[src/inc/pscg_pkg.sv]
package pscg_pkg;
    // ****************************************
    // Register byte addresses (low 16 bits)
    // ****************************************
    localparam logic [15:0] PSCG_OSC_CTRL_OFS = 16'hF000;
    localparam logic [15:0] PSCG_MD_ANALOG_OFS = 16'hF240;
    localparam logic [15:0] PSCG_MD_CMP_OFS = 16'hF250;
    localparam logic [15:0] PSCG_MD_CAPCMP_OFS = 16'hF260;
    localparam logic [15:0] PSCG_MD_TIMERS_OFS = 16'hF270;
    localparam logic [15:0] PSCG_MD_SERIAL_OFS = 16'hF280;
    localparam logic [15:0] PSCG_MD_MISC_OFS = 16'hF290;
    localparam logic [15:0] PSCG_STATUS_OFS = 16'hF2A0;
    localparam logic [1:0] PSCG_ALIAS_WRITE = 2'h0;
    localparam logic [1:0] PSCG_ALIAS_CLR = 2'h1;
    localparam logic [1:0] PSCG_ALIAS_SET = 2'h2;
    localparam logic [1:0] PSCG_ALIAS_INV = 2'h3;
    // ****************************************
    // Fields and masks
    // ****************************************
    localparam int PSCG_SLEEP_SEL_BIT = 4;
    localparam int PSCG_DIV_LO = 19;
    localparam int PSCG_DIV_HI = 20;
    localparam logic [31:0] PSCG_OSC_MASK = 32'h00180010;
    localparam logic [31:0] PSCG_MASK_ANALOG = 32'h00001101;
    localparam logic [31:0] PSCG_MASK_CMP = 32'h00000007;
    localparam logic [31:0] PSCG_MASK_CAPCMP = 32'h001F001F;
    localparam logic [31:0] PSCG_MASK_TIMERS = 32'h0000001F;
    localparam logic [31:0] PSCG_MASK_SERIAL = 32'h01030303;
    localparam logic [31:0] PSCG_MASK_MISC = 32'h00010003;
    localparam logic [31:0] PSCG_RESET_VALUE = 32'h00000000;
    localparam int PSCG_NUM_MD = 6;
    localparam int PSCG_PRIO_W = 3;
    // ****************************************
    // Oscillator start-up delay
    // ****************************************
    localparam int PSCG_CLK_MHZ = 25;
    localparam int PSCG_STARTUP_US = 10;
    localparam int PSCG_STARTUP_CYC = PSCG_STARTUP_US * PSCG_CLK_MHZ;
    typedef enum logic [1:0] {PSCG_RUN, PSCG_IDLE, PSCG_SLEEP, PSCG_START} pscg_state_t;
endpackage

[src/core/pscg_top.sv]
// Summary of operation
// In Sleep a higher-than-CPU-priority interrupt from a sleep-capable source wakes the CPU.
// Any reset or a watchdog time-out also ends Sleep.
// A sleep wake of low priority restarts the peripheral clock and goes to Idle, CPU halted.
// Idle halts the CPU but keeps the system clock running for peripherals.
// A peripheral with its stop-in-idle bit set halts in Idle, others keep running.
// A wait with the sleep-select bit clear enters Idle, otherwise Sleep.
// In Idle only an interrupt above CPU priority wakes; lower ones leave Idle in place.
// Any reset or a watchdog time-out interrupt also ends Idle.
// A two-bit divider sets the peripheral clock ratio to 1:1, 1:2, 1:4 or 1:8.
// System-clocked blocks get an ungated enable independent of the divider.
// A peripheral read completes only at the next peripheral clock edge.
// Leaving Sleep with the crystal or PLL stopped waits for start-up; Idle exit adds none.
// Module disable registers hold one bit per peripheral and reset to zero.
// Offsets 0x4, 0x8, 0xC clear, set or invert the written one bits.
// A set module disable bit gates that peripheral's clock enable off.
`timescale 1ns/1ns
`default_nettype none
module pscg_top #(
    parameter int STARTUP_CYC = pscg_pkg::PSCG_STARTUP_CYC
) (
    input wire logic clk, // System clock
    input wire logic rst, // Synchronous reset, high
    input wire logic [31:0] paddr, // APB address
    input wire logic psel, // APB select
    input wire logic penable, // APB enable
    input wire logic pwrite, // APB direction
    input wire logic [31:0] pwdata, // APB write data
    output logic [31:0] prdata, // APB read data
    output logic pready, // APB ready
    output logic pslverr, // APB error
    input wire logic wait_exec, // Wait instruction pulse
    input wire logic irq_valid, // Enabled interrupt pending
    input wire logic irq_sleep_capable, // Source runs in Sleep
    input wire logic [pscg_pkg::PSCG_PRIO_W-1:0] irq_prio, // Interrupt priority
    input wire logic [pscg_pkg::PSCG_PRIO_W-1:0] cpu_prio, // CPU priority
    input wire logic watchdog_timeout, // Watchdog time-out
    input wire logic osc_needs_startup, // Source uses crystal or PLL
    input wire logic [31:0] stop_in_idle, // Stop-in-idle mask shared by every group
    input wire logic periph_rd_req, // CPU peripheral read pending
    output logic periph_rd_done, // Read may complete
    output logic cpu_run, // CPU clock enable
    output logic main_system_clock_en, // Ungated system clock enable
    output logic periph_bus_clock_en, // Peripheral bus clock edge
    output logic [31:0] periph_clk_en [pscg_pkg::PSCG_NUM_MD], // Per-peripheral enables
    output pscg_pkg::pscg_state_t power_state // Current power state
);
    import pscg_pkg::*;

    // ****************************************
    // Registers
    // ****************************************
    logic [31:0] osc_ctrl;
    logic [31:0] md [PSCG_NUM_MD];
    logic [2:0] div_cnt;
    logic [$clog2(STARTUP_CYC+1)-1:0] start_cnt;
    pscg_state_t next_state;
    logic wake_hi, ev_reset_like, pb_tick;
    logic [2:0] div_mask;
    logic wake_pend;

    function automatic logic [31:0] md_mask(input int i);
        case (i)
            0: md_mask = PSCG_MASK_ANALOG;
            1: md_mask = PSCG_MASK_CMP;
            2: md_mask = PSCG_MASK_CAPCMP;
            3: md_mask = PSCG_MASK_TIMERS;
            4: md_mask = PSCG_MASK_SERIAL;
            default: md_mask = PSCG_MASK_MISC;
        endcase
    endfunction

    function automatic logic [15:0] md_base(input int i);
        case (i)
            0: md_base = PSCG_MD_ANALOG_OFS;
            1: md_base = PSCG_MD_CMP_OFS;
            2: md_base = PSCG_MD_CAPCMP_OFS;
            3: md_base = PSCG_MD_TIMERS_OFS;
            4: md_base = PSCG_MD_SERIAL_OFS;
            default: md_base = PSCG_MD_MISC_OFS;
        endcase
    endfunction

    function automatic logic [31:0] alias_op(input logic [31:0] cur, input logic [31:0] wd,
                                              input logic [1:0] op, input logic [31:0] msk);
        case (op)
            PSCG_ALIAS_CLR: alias_op = cur & ~wd;
            PSCG_ALIAS_SET: alias_op = cur | (wd & msk);
            PSCG_ALIAS_INV: alias_op = cur ^ (wd & msk);
            default: alias_op = wd & msk;
        endcase
    endfunction

    wire logic wr_acc = psel && penable && pwrite;
    wire logic [1:0] op = paddr[3:2];
    wire logic [15:0] base = {paddr[15:4], 4'h0};

    // ****************************************
    // Register writes
    // ****************************************
    // Aliases work on the oscillator control register too
    always_ff @(posedge clk) begin
        if (rst) begin
            osc_ctrl <= PSCG_RESET_VALUE;
        end else if (wr_acc && base == PSCG_OSC_CTRL_OFS) begin
            osc_ctrl <= alias_op(osc_ctrl, pwdata, op, PSCG_OSC_MASK);
        end
    end

    // reset zero
    // alias writes
    always_ff @(posedge clk) begin
        for (int i = 0; i < PSCG_NUM_MD; i++) begin
            if (rst) begin
                md[i] <= PSCG_RESET_VALUE;
            end else if (wr_acc && base == md_base(i)) begin
                md[i] <= alias_op(md[i], pwdata, op, md_mask(i));
            end
        end
    end

    // ****************************************
    // APB read and answer
    // ****************************************
    always_ff @(posedge clk) begin
        if (rst) begin
            prdata <= 32'h00000000;
            pready <= 1'b0;
            pslverr <= 1'b0;
        end else begin
            // Zero wait states: ready follows the setup cycle
            pready <= psel && !penable;
            pslverr <= 1'b0;
            prdata <= 32'h00000000;
            if (psel && !penable) begin
                pslverr <= 1'b1;
                if (base == PSCG_OSC_CTRL_OFS) begin
                    prdata <= osc_ctrl;
                    pslverr <= 1'b0;
                end
                if (paddr[15:0] == PSCG_STATUS_OFS) begin
                    prdata <= {30'h00000000, power_state};
                    pslverr <= 1'b0;
                end
                for (int i = 0; i < PSCG_NUM_MD; i++) begin
                    if (base == md_base(i)) begin
                        prdata <= md[i];
                        pslverr <= 1'b0;
                    end
                end
                if (pwrite && paddr[15:0] == PSCG_STATUS_OFS) begin
                    pslverr <= 1'b1;
                end
            end
        end
    end

    // ****************************************
    // Peripheral bus divider
    // ****************************************
    // divider ratio
    always_comb begin
        case (osc_ctrl[PSCG_DIV_HI:PSCG_DIV_LO])
            2'h0: div_mask = 3'h0;
            2'h1: div_mask = 3'h1;
            2'h2: div_mask = 3'h3;
            default: div_mask = 3'h7;
        endcase
    end

    assign pb_tick = (div_cnt & div_mask) == div_mask;

    // Counter restarts so the first tick after Sleep is a full period
    always_ff @(posedge clk) begin
        if (rst) begin
            div_cnt <= 3'h0;
        end else if (next_state == PSCG_SLEEP || next_state == PSCG_START) begin
            div_cnt <= 3'h0;
        end else begin
            div_cnt <= (pb_tick) ? 3'h0 : div_cnt + 3'h1;
        end
    end

    // ****************************************
    // Power state machine
    // ****************************************
    assign wake_hi = irq_valid && (irq_prio > cpu_prio);
    assign ev_reset_like = watchdog_timeout;

    always_comb begin
        next_state = power_state;
        case (power_state)
            PSCG_RUN: begin
                // wait entry
                if (wait_exec) begin
                    next_state = osc_ctrl[PSCG_SLEEP_SEL_BIT] ? PSCG_SLEEP : PSCG_IDLE;
                end
            end
            PSCG_IDLE: begin
                // idle wake
                // watchdog exit
                if (wake_hi || ev_reset_like) begin
                    next_state = PSCG_RUN;
                end
            end
            PSCG_SLEEP: begin
                // sleep wake
                // watchdog exit
                // low priority to idle
                // startup delay
                if ((irq_valid && irq_sleep_capable) || ev_reset_like) begin
                    if (osc_needs_startup && STARTUP_CYC > 0) begin
                        next_state = PSCG_START;
                    end else if (wake_hi || ev_reset_like) begin
                        next_state = PSCG_RUN;
                    end else begin
                        next_state = PSCG_IDLE;
                    end
                end
            end
            PSCG_START: begin
                // start-up done
                // held wake cause
                if (start_cnt == '0) begin
                    next_state = (wake_pend || wake_hi || ev_reset_like) ? PSCG_RUN : PSCG_IDLE;
                end
            end
            default: next_state = PSCG_RUN;
        endcase
    end

    always_ff @(posedge clk) begin
        if (rst) begin
            power_state <= PSCG_RUN;
        end else begin
            power_state <= next_state;
        end
    end

    always_ff @(posedge clk) begin
        if (rst) begin
            start_cnt <= '0;
        end else if (power_state == PSCG_SLEEP) begin
            start_cnt <= $bits(start_cnt)'(STARTUP_CYC - 1);
        end else if (start_cnt != '0) begin
            start_cnt <= start_cnt - 1'b1;
        end
    end

    // ****************************************
    // Wake cause held through start-up
    // ****************************************
    // Interrupt and watchdog may be short pulses;
    // the start-up wait must not lose which one woke the device
    // priority wake kept
    // watchdog wake kept
    always_ff @(posedge clk) begin
        if (rst) begin
            wake_pend <= 1'b0;
        end else if (power_state == PSCG_SLEEP) begin
            wake_pend <= wake_hi || ev_reset_like;
        end
    end

    // ****************************************
    // Clock enables
    // ****************************************
    // idle halts cpu
    // system clock domain
    // read on pb edge
    always_ff @(posedge clk) begin
        if (rst) begin
            cpu_run <= 1'b1;
            main_system_clock_en <= 1'b1;
            periph_bus_clock_en <= 1'b0;
            periph_rd_done <= 1'b0;
        end else begin
            cpu_run <= next_state == PSCG_RUN;
            main_system_clock_en <= next_state != PSCG_SLEEP && next_state != PSCG_START;
            periph_bus_clock_en <= pb_tick && (next_state == PSCG_RUN || next_state == PSCG_IDLE);
            periph_rd_done <= periph_rd_req && pb_tick && next_state == PSCG_RUN;
        end
    end

    // One stop-in-idle mask is shared by every group
    // stop in idle
    // module gating
    always_ff @(posedge clk) begin
        for (int i = 0; i < PSCG_NUM_MD; i++) begin
            if (rst) begin
                periph_clk_en[i] <= 32'h00000000;
            end else if (pb_tick && (next_state == PSCG_RUN || next_state == PSCG_IDLE)) begin
                periph_clk_en[i] <= md_mask(i) & ~md[i]
                    & ((next_state == PSCG_IDLE) ? ~stop_in_idle : 32'hFFFFFFFF);
            end else begin
                periph_clk_en[i] <= 32'h00000000;
            end
        end
    end
endmodule
`default_nettype wire

[config.mk]
export PLATFORM = sky130hd
export DESIGN_NAME = pscg_top
export DESIGN_NICKNAME = d
export VERILOG_FILES = /design/src/inc/pscg_pkg.sv /design/src/core/pscg_top.sv
export SDC_FILE = /design/constraint.sdc
export NUM_CORES = 1
export LEC_CHECK = 0
export ABC_CLOCK_PERIOD_IN_PS = 4200
export BUFFER_PORTS_ARGS = -buffer_cell sky130_fd_sc_hd__buf_2
export CAP_MARGIN = 20
export CORE_ASPECT_RATIO = 1.75
export CORE_MARGIN = 5
export CORE_UTILIZATION = 27
export CTS_CLUSTER_DIAMETER = 40
export DETAILED_ROUTE_END_ITERATION = 8
export PLACE_DENSITY_LB_ADDON = 0.2
export REMOVE_ABC_BUFFERS = 1
export SLEW_MARGIN = 20
export SYNTH_ARGS = -nofsm -noshare
export SYNTH_HDL_FRONTEND = slang
export SYNTH_SLANG_ARGS = --single-unit
export TNS_END_PERCENT = 5
[constraint.sdc]
create_clock -name clk -period 4.2 [get_ports clk]
set_input_delay 1.05 -clock clk [delete_from_list [all_inputs] [get_ports clk]]
set_output_delay 1.05 -clock clk [all_outputs]
set_load 0.01 [all_outputs]
==> metrics.txt, run 1 <==
run status=finished, final reports clean; placed cells=roughly 2400; Unique masters post-synth=64; Post-synth EDFFs=192; fillers=6309; DRT antenna net count=0; ys flop type=edfxtp_1; DIE WIDTH=between 150 and 200 um; WL final=54700 um; Yosys reg bits=307; f_max=334 MHz; most common cell after layout, fill and taps aside=edfxtp_1; Top delay family on crit path=simple AND/OR/NAND/NOR gates; FFs w/ async S/R, synth=0%; Hold Buf Count CTS=0; die footprint=between 60000 and 70000 um2; post-DR wirelength/cell=around 22 um; CTS resizes=0; setup ws final=1.21 ns; CP max FO=26; worst-case clock buffer depth=3; Post-Layout Cell Count=approximately 2500; Worst-Skew Late Latency=0.56 ns; class of the worst hold path=flop to flop; DRC=0; gp weighted congestion=0.795; vias in the first global route=12500; share of cells above drive strength 1=21.9%; clock tree sinks=307; worst-margin pin slew=0.858 ns; die height=339 um; DR pass1 iterations=5; Cell Area, Synth=around 17000 um2; grt ovf=0; Final Hold Fails=0; startpoint types=primary input; Initial Util=a little over a quarter; area of the multi-input gates=~7300 um2; Max-cap violations=0; min Tclk post-route=2.99 ns; unrepaired setup endpoints after global routing=no; Min-Delay Path Depth=1; CTS tree=done; Peak VDD IR=0.265 mV; pre-CTS setup slack=0.543 ns; Reg clk slew, reported paths=0.06 ns; # IOs=about 350; CP Cell Sequence=buf_2, nor4b_4, and4_1, buf_4, and2_1, nand2_1, nor3b_1; final setup vio count=0; Req. time, crit path=4.59 ns; Rel. slew slack=42.6%; Core Region=approximately 61000 um2; largest net degree at the start of global routing=66; via count=12400; CP peak stage delay=0.47 ns; Hold Crit Endpoint=div_cnt[0]; critical path arrival=3.38 ns; R2R setup slack=1.38 ns; CP bufs+invs=2; initial antenna violation count=5; Synth Warn #=0; most frequent cells in the layout=192 x edfxtp_1, 161 x conb_1, 147 x buf_2; drt initial violations=747; sequential area share after synthesis=48.4%; IO buf count=approximately 150; Clock Skew=0.0163 ns; DP HPWL=36400 um; Gate Count Post-Synth=approximately 1600; GR Util All Layers=~16%; final worst-path cycle share=roughly 71%; Min Hold Slack=0.460 ns; LEAKAGE=8.23 nW; RR Startpoint=start_cnt[0]; Rows=120; postcts setup bufs=0; area delta synth->final=15.9%; Worst R2R Path Depth=8; r2r endpoint=periph_clk_en[113]; number of buffers created by CTS=between 40 and 50; Setup CP Type=primary input to flop; Final Slew Violations=0; clock root cell=clkbuf_16; CP Capture Type=flop; drt via density=4.93; pwr/cell area=roughly 420 nW/um2; Reg area=8070 um2; Layout Nets=1878; H-tree depth=2; Mean Syn Cell Area=10.7 um2; CP max-delay cell=nor4b_4; Worst Hold Launch=div_cnt[0]; first-pass GRT wire length=80000 um
-- worst register-to-register path, cell delays in order (launching register included) --
cell and delay [ns]:
dfxtp_1 0.31, inv_1 0.08, ha_1 0.25, nor4b_4 0.33, nand3_1 0.22, a211oi_2 0.40
nand2_2 0.45, buf_4 0.36, a211oi_1 0.32
-- how the worst max path moves through the flow --
stage                          from   endpoint  cells past startpoint
after floorplan           paddr[11]  md[4][10]                      4
after global placement    paddr[11]   md[0][3]                      7
after detailed placement  paddr[11]   md[0][3]                      7
after CTS                 paddr[11]   md[0][3]                      7
after global routing      paddr[11]   md[0][1]                      7
final                     paddr[11]   md[0][3]                      7
-- metal layers --
| layer | wire length (um) | track usage, % | part of all wire, % |
|---|---|---|---|
| met3 | 3420 | 2.33 | 6.3 |
| met2 | 28300 | 28.5 | 52 |
| met1 | 21200 | 18.1 | 39 |
| met5 | 0 | 0 | 0 |
| met4 | 1890 | 5.74 | 3.5 |
-- sequential cells by signal, summed over array words and instances, names as in the netlist --
| signal | cells |
|---|---|
| osc_ctrl | 32 |
| periph_clk_en | 31 |
| md | 192 |
| periph_rd_done | 1 |
| pready | 1 |
| div_cnt | 3 |
| main_system_clock_en | 1 |
| cpu_run | 1 |
| power_state | 2 |
| prdata | 32 |
| pslverr | 1 |
| start_cnt | 8 |
| periph_bus_clock_en | 1 |
| wake_pend | 1 |
-- metrics by stage --
stage	power [mW]	cell area [um2]	setup TNS [ns]	util [%]
after CTS	8.24	19300	0	31.5
final	8.12	19300	0	31.6
after detailed placement	4.27	17800	0	29.0
after floorplan	3.93	15600	-50.43	-
after global placement	4.24	17800	0	29.0
after global routing	8.45	19300	0	31.6
-- cells in the mapped netlist (all sizes together), types with 2 or more instances --
| master | count | area, um2 |
|---|---|---|
| buf | 200 | 1470 |
| edfxtp | 192 | 5770 |
| and3 | 118 | 738 |
| dfxtp | 115 | 2300 |
| a21oi | 110 | 551 |
| o21ai | 99 | 495 |
| nor2 | 91 | 342 |
| ha | 73 | 913 |
| a211oi | 71 | 578 |
| clkbuf | 65 | 253 |
| inv | 64 | 240 |
| nand2 | 60 | 233 |
| nor3b | 53 | 543 |
| mux2 | 34 | 383 |
| mux2i | 31 | 310 |
| a221oi | 30 | 325 |
| a22o | 30 | 263 |
| o211a | 28 | 280 |
| nand3 | 14 | 70.1 |
| nor3 | 7 | 45.0 |
| and2 | 6 | 37.5 |
| xnor2 | 6 | 52.6 |
| nand3b | 5 | 37.5 |
| o31ai | 5 | 42.5 |
| a31o | 4 | 35.0 |
| nor4b | 4 | 65.1 |
| and4 | 3 | 26.3 |
| nand2b | 3 | 18.8 |
| nor2b | 3 | 21.3 |
| a2111oi | 2 | 17.5 |
| and4b | 2 | 23.8 |
| nor4 | 2 | 12.5 |
| o221ai | 2 | 17.5 |
| o311a | 2 | 20.0 |
| o31a | 2 | 17.5 |
-- power breakdown --
group / leakage [nW] / internal (mW) / switching (mW)
clock network: 0.765 / 2.28 / 1.63
registers: 2.92 / 3.31 / 0.0864
logic: 4.55 / 0.290 / 0.512
-- logic make-up (layout without fill, tap and decap cells) --
group | after synthesis | after routing | synth area share [%]
compound gates | 395 | 395 | 16.3
xor+xnor | 7 | 7 | 0.368
fa+ha+maj | 73 | 73 | 5.48
buf+inv | 329 | 346 | 11.8
flops | 307 | 307 | 48.4
mux | 65 | 65 | 4.16
other cells | 1 | 165 | 0.0225
simple gates | 375 | 375 | 13.5
-- cell type report --
class / instances / share of cell area, %
sequential: 307 / 41.7
multi-input combinational: 1076 / 37.7
clock buffer: 56 / 6.52
timing repair buffer: 198 / 6.11
tap: 793 / 5.13
clock inverter: 28 / 1.50
inverter: 64 / 1.24
antenna: 4 / 0.0518
Note: power is estimated with default switching activity, not from simulation.
==> inputs of run 2 (changes only) <==
--- a/config.mk
+++ b/config.mk
@@ -5,7 +5,7 @@
 export SDC_FILE = /design/constraint.sdc
 export NUM_CORES = 1
 export LEC_CHECK = 0
-export ABC_CLOCK_PERIOD_IN_PS = 4200
+export ABC_CLOCK_PERIOD_IN_PS = 2800
 export BUFFER_PORTS_ARGS = -buffer_cell sky130_fd_sc_hd__buf_2
 export CAP_MARGIN = 20
 export CORE_ASPECT_RATIO = 1.75
==> constraint.sdc (replaced) <==
create_clock -name clk -period 2.8 [get_ports clk]
set_input_delay 0.7 -clock clk [delete_from_list [all_inputs] [get_ports clk]]
set_output_delay 0.7 -clock clk [all_outputs]
set_load 0.01 [all_outputs]
==> metrics.txt, run 2 (synthesized netlist as in run 1, its figures left out) <==
run status=finished, final reports clean; GR Util All Layers=16.0%; CTS resizes=0; Final Slew Violations=0; largest registers=md x192, osc_ctrl x32, prdata x32; number of buffers created by CTS=between 40 and 50; # IOs=around 350; fillers=slightly above 6000; area delta synth->final=18.1%; Finished Cell Area=19700 um2; initial antenna violation count=5; vias in the first global route=12500; most common cell after layout, fill and taps aside=edfxtp_1; DRT antenna net count=0; share of cells above drive strength 1=22.9%; min Tclk post-route=2.40 ns; Clock Skew=approximately 0.018 ns; die height=between 300 and 400 um; Reg area=8070 um2; drt initial violations=818; final setup vio count=0; H-tree depth=2; Reg clk slew, reported paths=roughly 0.060 ns; LEAKAGE=roughly 8.4 nW; Req. time, crit path=around 3.3 ns; RR Startpoint=power_state[0]; R2R setup slack=0.40 ns; Core Region=61300 um2; Worst-Skew Late Latency=~0.57 ns; unrepaired setup endpoints after global routing=no; worst-case clock buffer depth=3; CP bufs+invs=2; critical path arrival=2.86 ns; Peak VDD IR=0.468 mV; grt ovf=0; CTS tree=done; Critical Path Start=power_state[0]; drt via density=4.92; Final Hold Fails=0; class of the worst hold path=primary input to flop; DIE WIDTH=198 um; utilization after layout=32.2%; IO buf count=between 100 and 150; r2r endpoint=periph_clk_en[96]; most frequent cells in the layout=192 x edfxtp_1, 161 x conb_1, 147 x buf_2; Rel. slew slack=42.0%; die footprint=67000 um2; via count=12500; DRC=0; pwr/cell area=621 nW/um2; Setup CP Type=flop to flop; Layout Nets=1898; clock tree sinks=307; Initial Util=27.2%; DP HPWL=about 37000 um; final worst-path cycle share=85.6%; CP Cell Sequence=nor2b_2, a32o_1, o31ai_1, o31ai_4, buf_12, buf_4, a211oi_1; post-DR wirelength/cell=approximately 22 um; placed cells=2459; Post-Layout Cell Count=~2500; Worst R2R Path Depth=7; startpoint types=flop; crit path capture=periph_clk_en[96]; number of flip-flops in the largest register=192; gp weighted congestion=0.797; CP max-delay cell=dfxtp_1; Max-cap violations=0; WL final=55800 um; CP peak stage delay=0.57 ns; Top delay family on crit path=compound AO/OA/AOI/OAI gates; DR pass1 iterations=5; Worst Hold Launch=stop_in_idle[18]; largest net degree at the start of global routing=72; Hold Buf Count CTS=0; Post-Route Setup TNS=0 ns; CP max FO=21; worst-margin pin slew=0.849 ns; Largest Register=md; cell depth of the worst setup path=7; CP Capture Type=flop; clock root cell=clkbuf_16; Rows=120; area post-placement=18100 um2; postcts setup bufs=0; total power draw=12.2 mW; area of the multi-input gates=7290 um2; first-pass GRT wire length=81600 um; f_max=417 MHz
run 2: stage by stage:
stage	hold slack (ns)	setup slack, ns
5_1_grt	0.304	0.204
2_1_floorplan	0.427	-2.16
3_3_place_gp	0.439	-0.0242
4_1_cts	0.276	0.384
6_report	0.314	0.403
3_5_place_dp	0.454	-0.0275
run 2: where the power goes:
part           internal [mW]  leakage (nW)  switching [mW]  total, mW
sequential              4.97          2.92           0.129       5.10
combinational          0.466          4.72           0.772       1.24
clock                   3.51         0.766            2.39       5.90
run 2: area by class of cell:
type,instances,area share (%)
sequential,307,41.0
timing repair buffer,219,7.81
clock inverter,31,1.73
clock buffer,51,6.20
inverter,64,1.22
multi-input combinational,1076,37.0
tap,793,5.04
antenna,4,0.0508
run 2: worst min-delay path by stage:
stage | to | cells past startpoint
finish | periph_clk_en[114] | 2
global route | periph_clk_en[41] | 2
CTS | periph_clk_en[116] | 2
detailed placement | osc_ctrl[15] | 1
global placement | div_cnt[0] | 1
floorplan | div_cnt[0] | 1
run 2: routing by layer:
| layer | up-vias | track usage (%) | share of wire [%] |
|---|---|---|---|
| li1 | 5723 | - | - |
| met1 | 6211 | 19.0 | 39 |
| met2 | 501 | 29.0 | 52 |
| met3 | 98 | 2.36 | 6.0 |
| met4 | 0 | 5.43 | 3.1 |
| met5 | - | 0 | 0 |
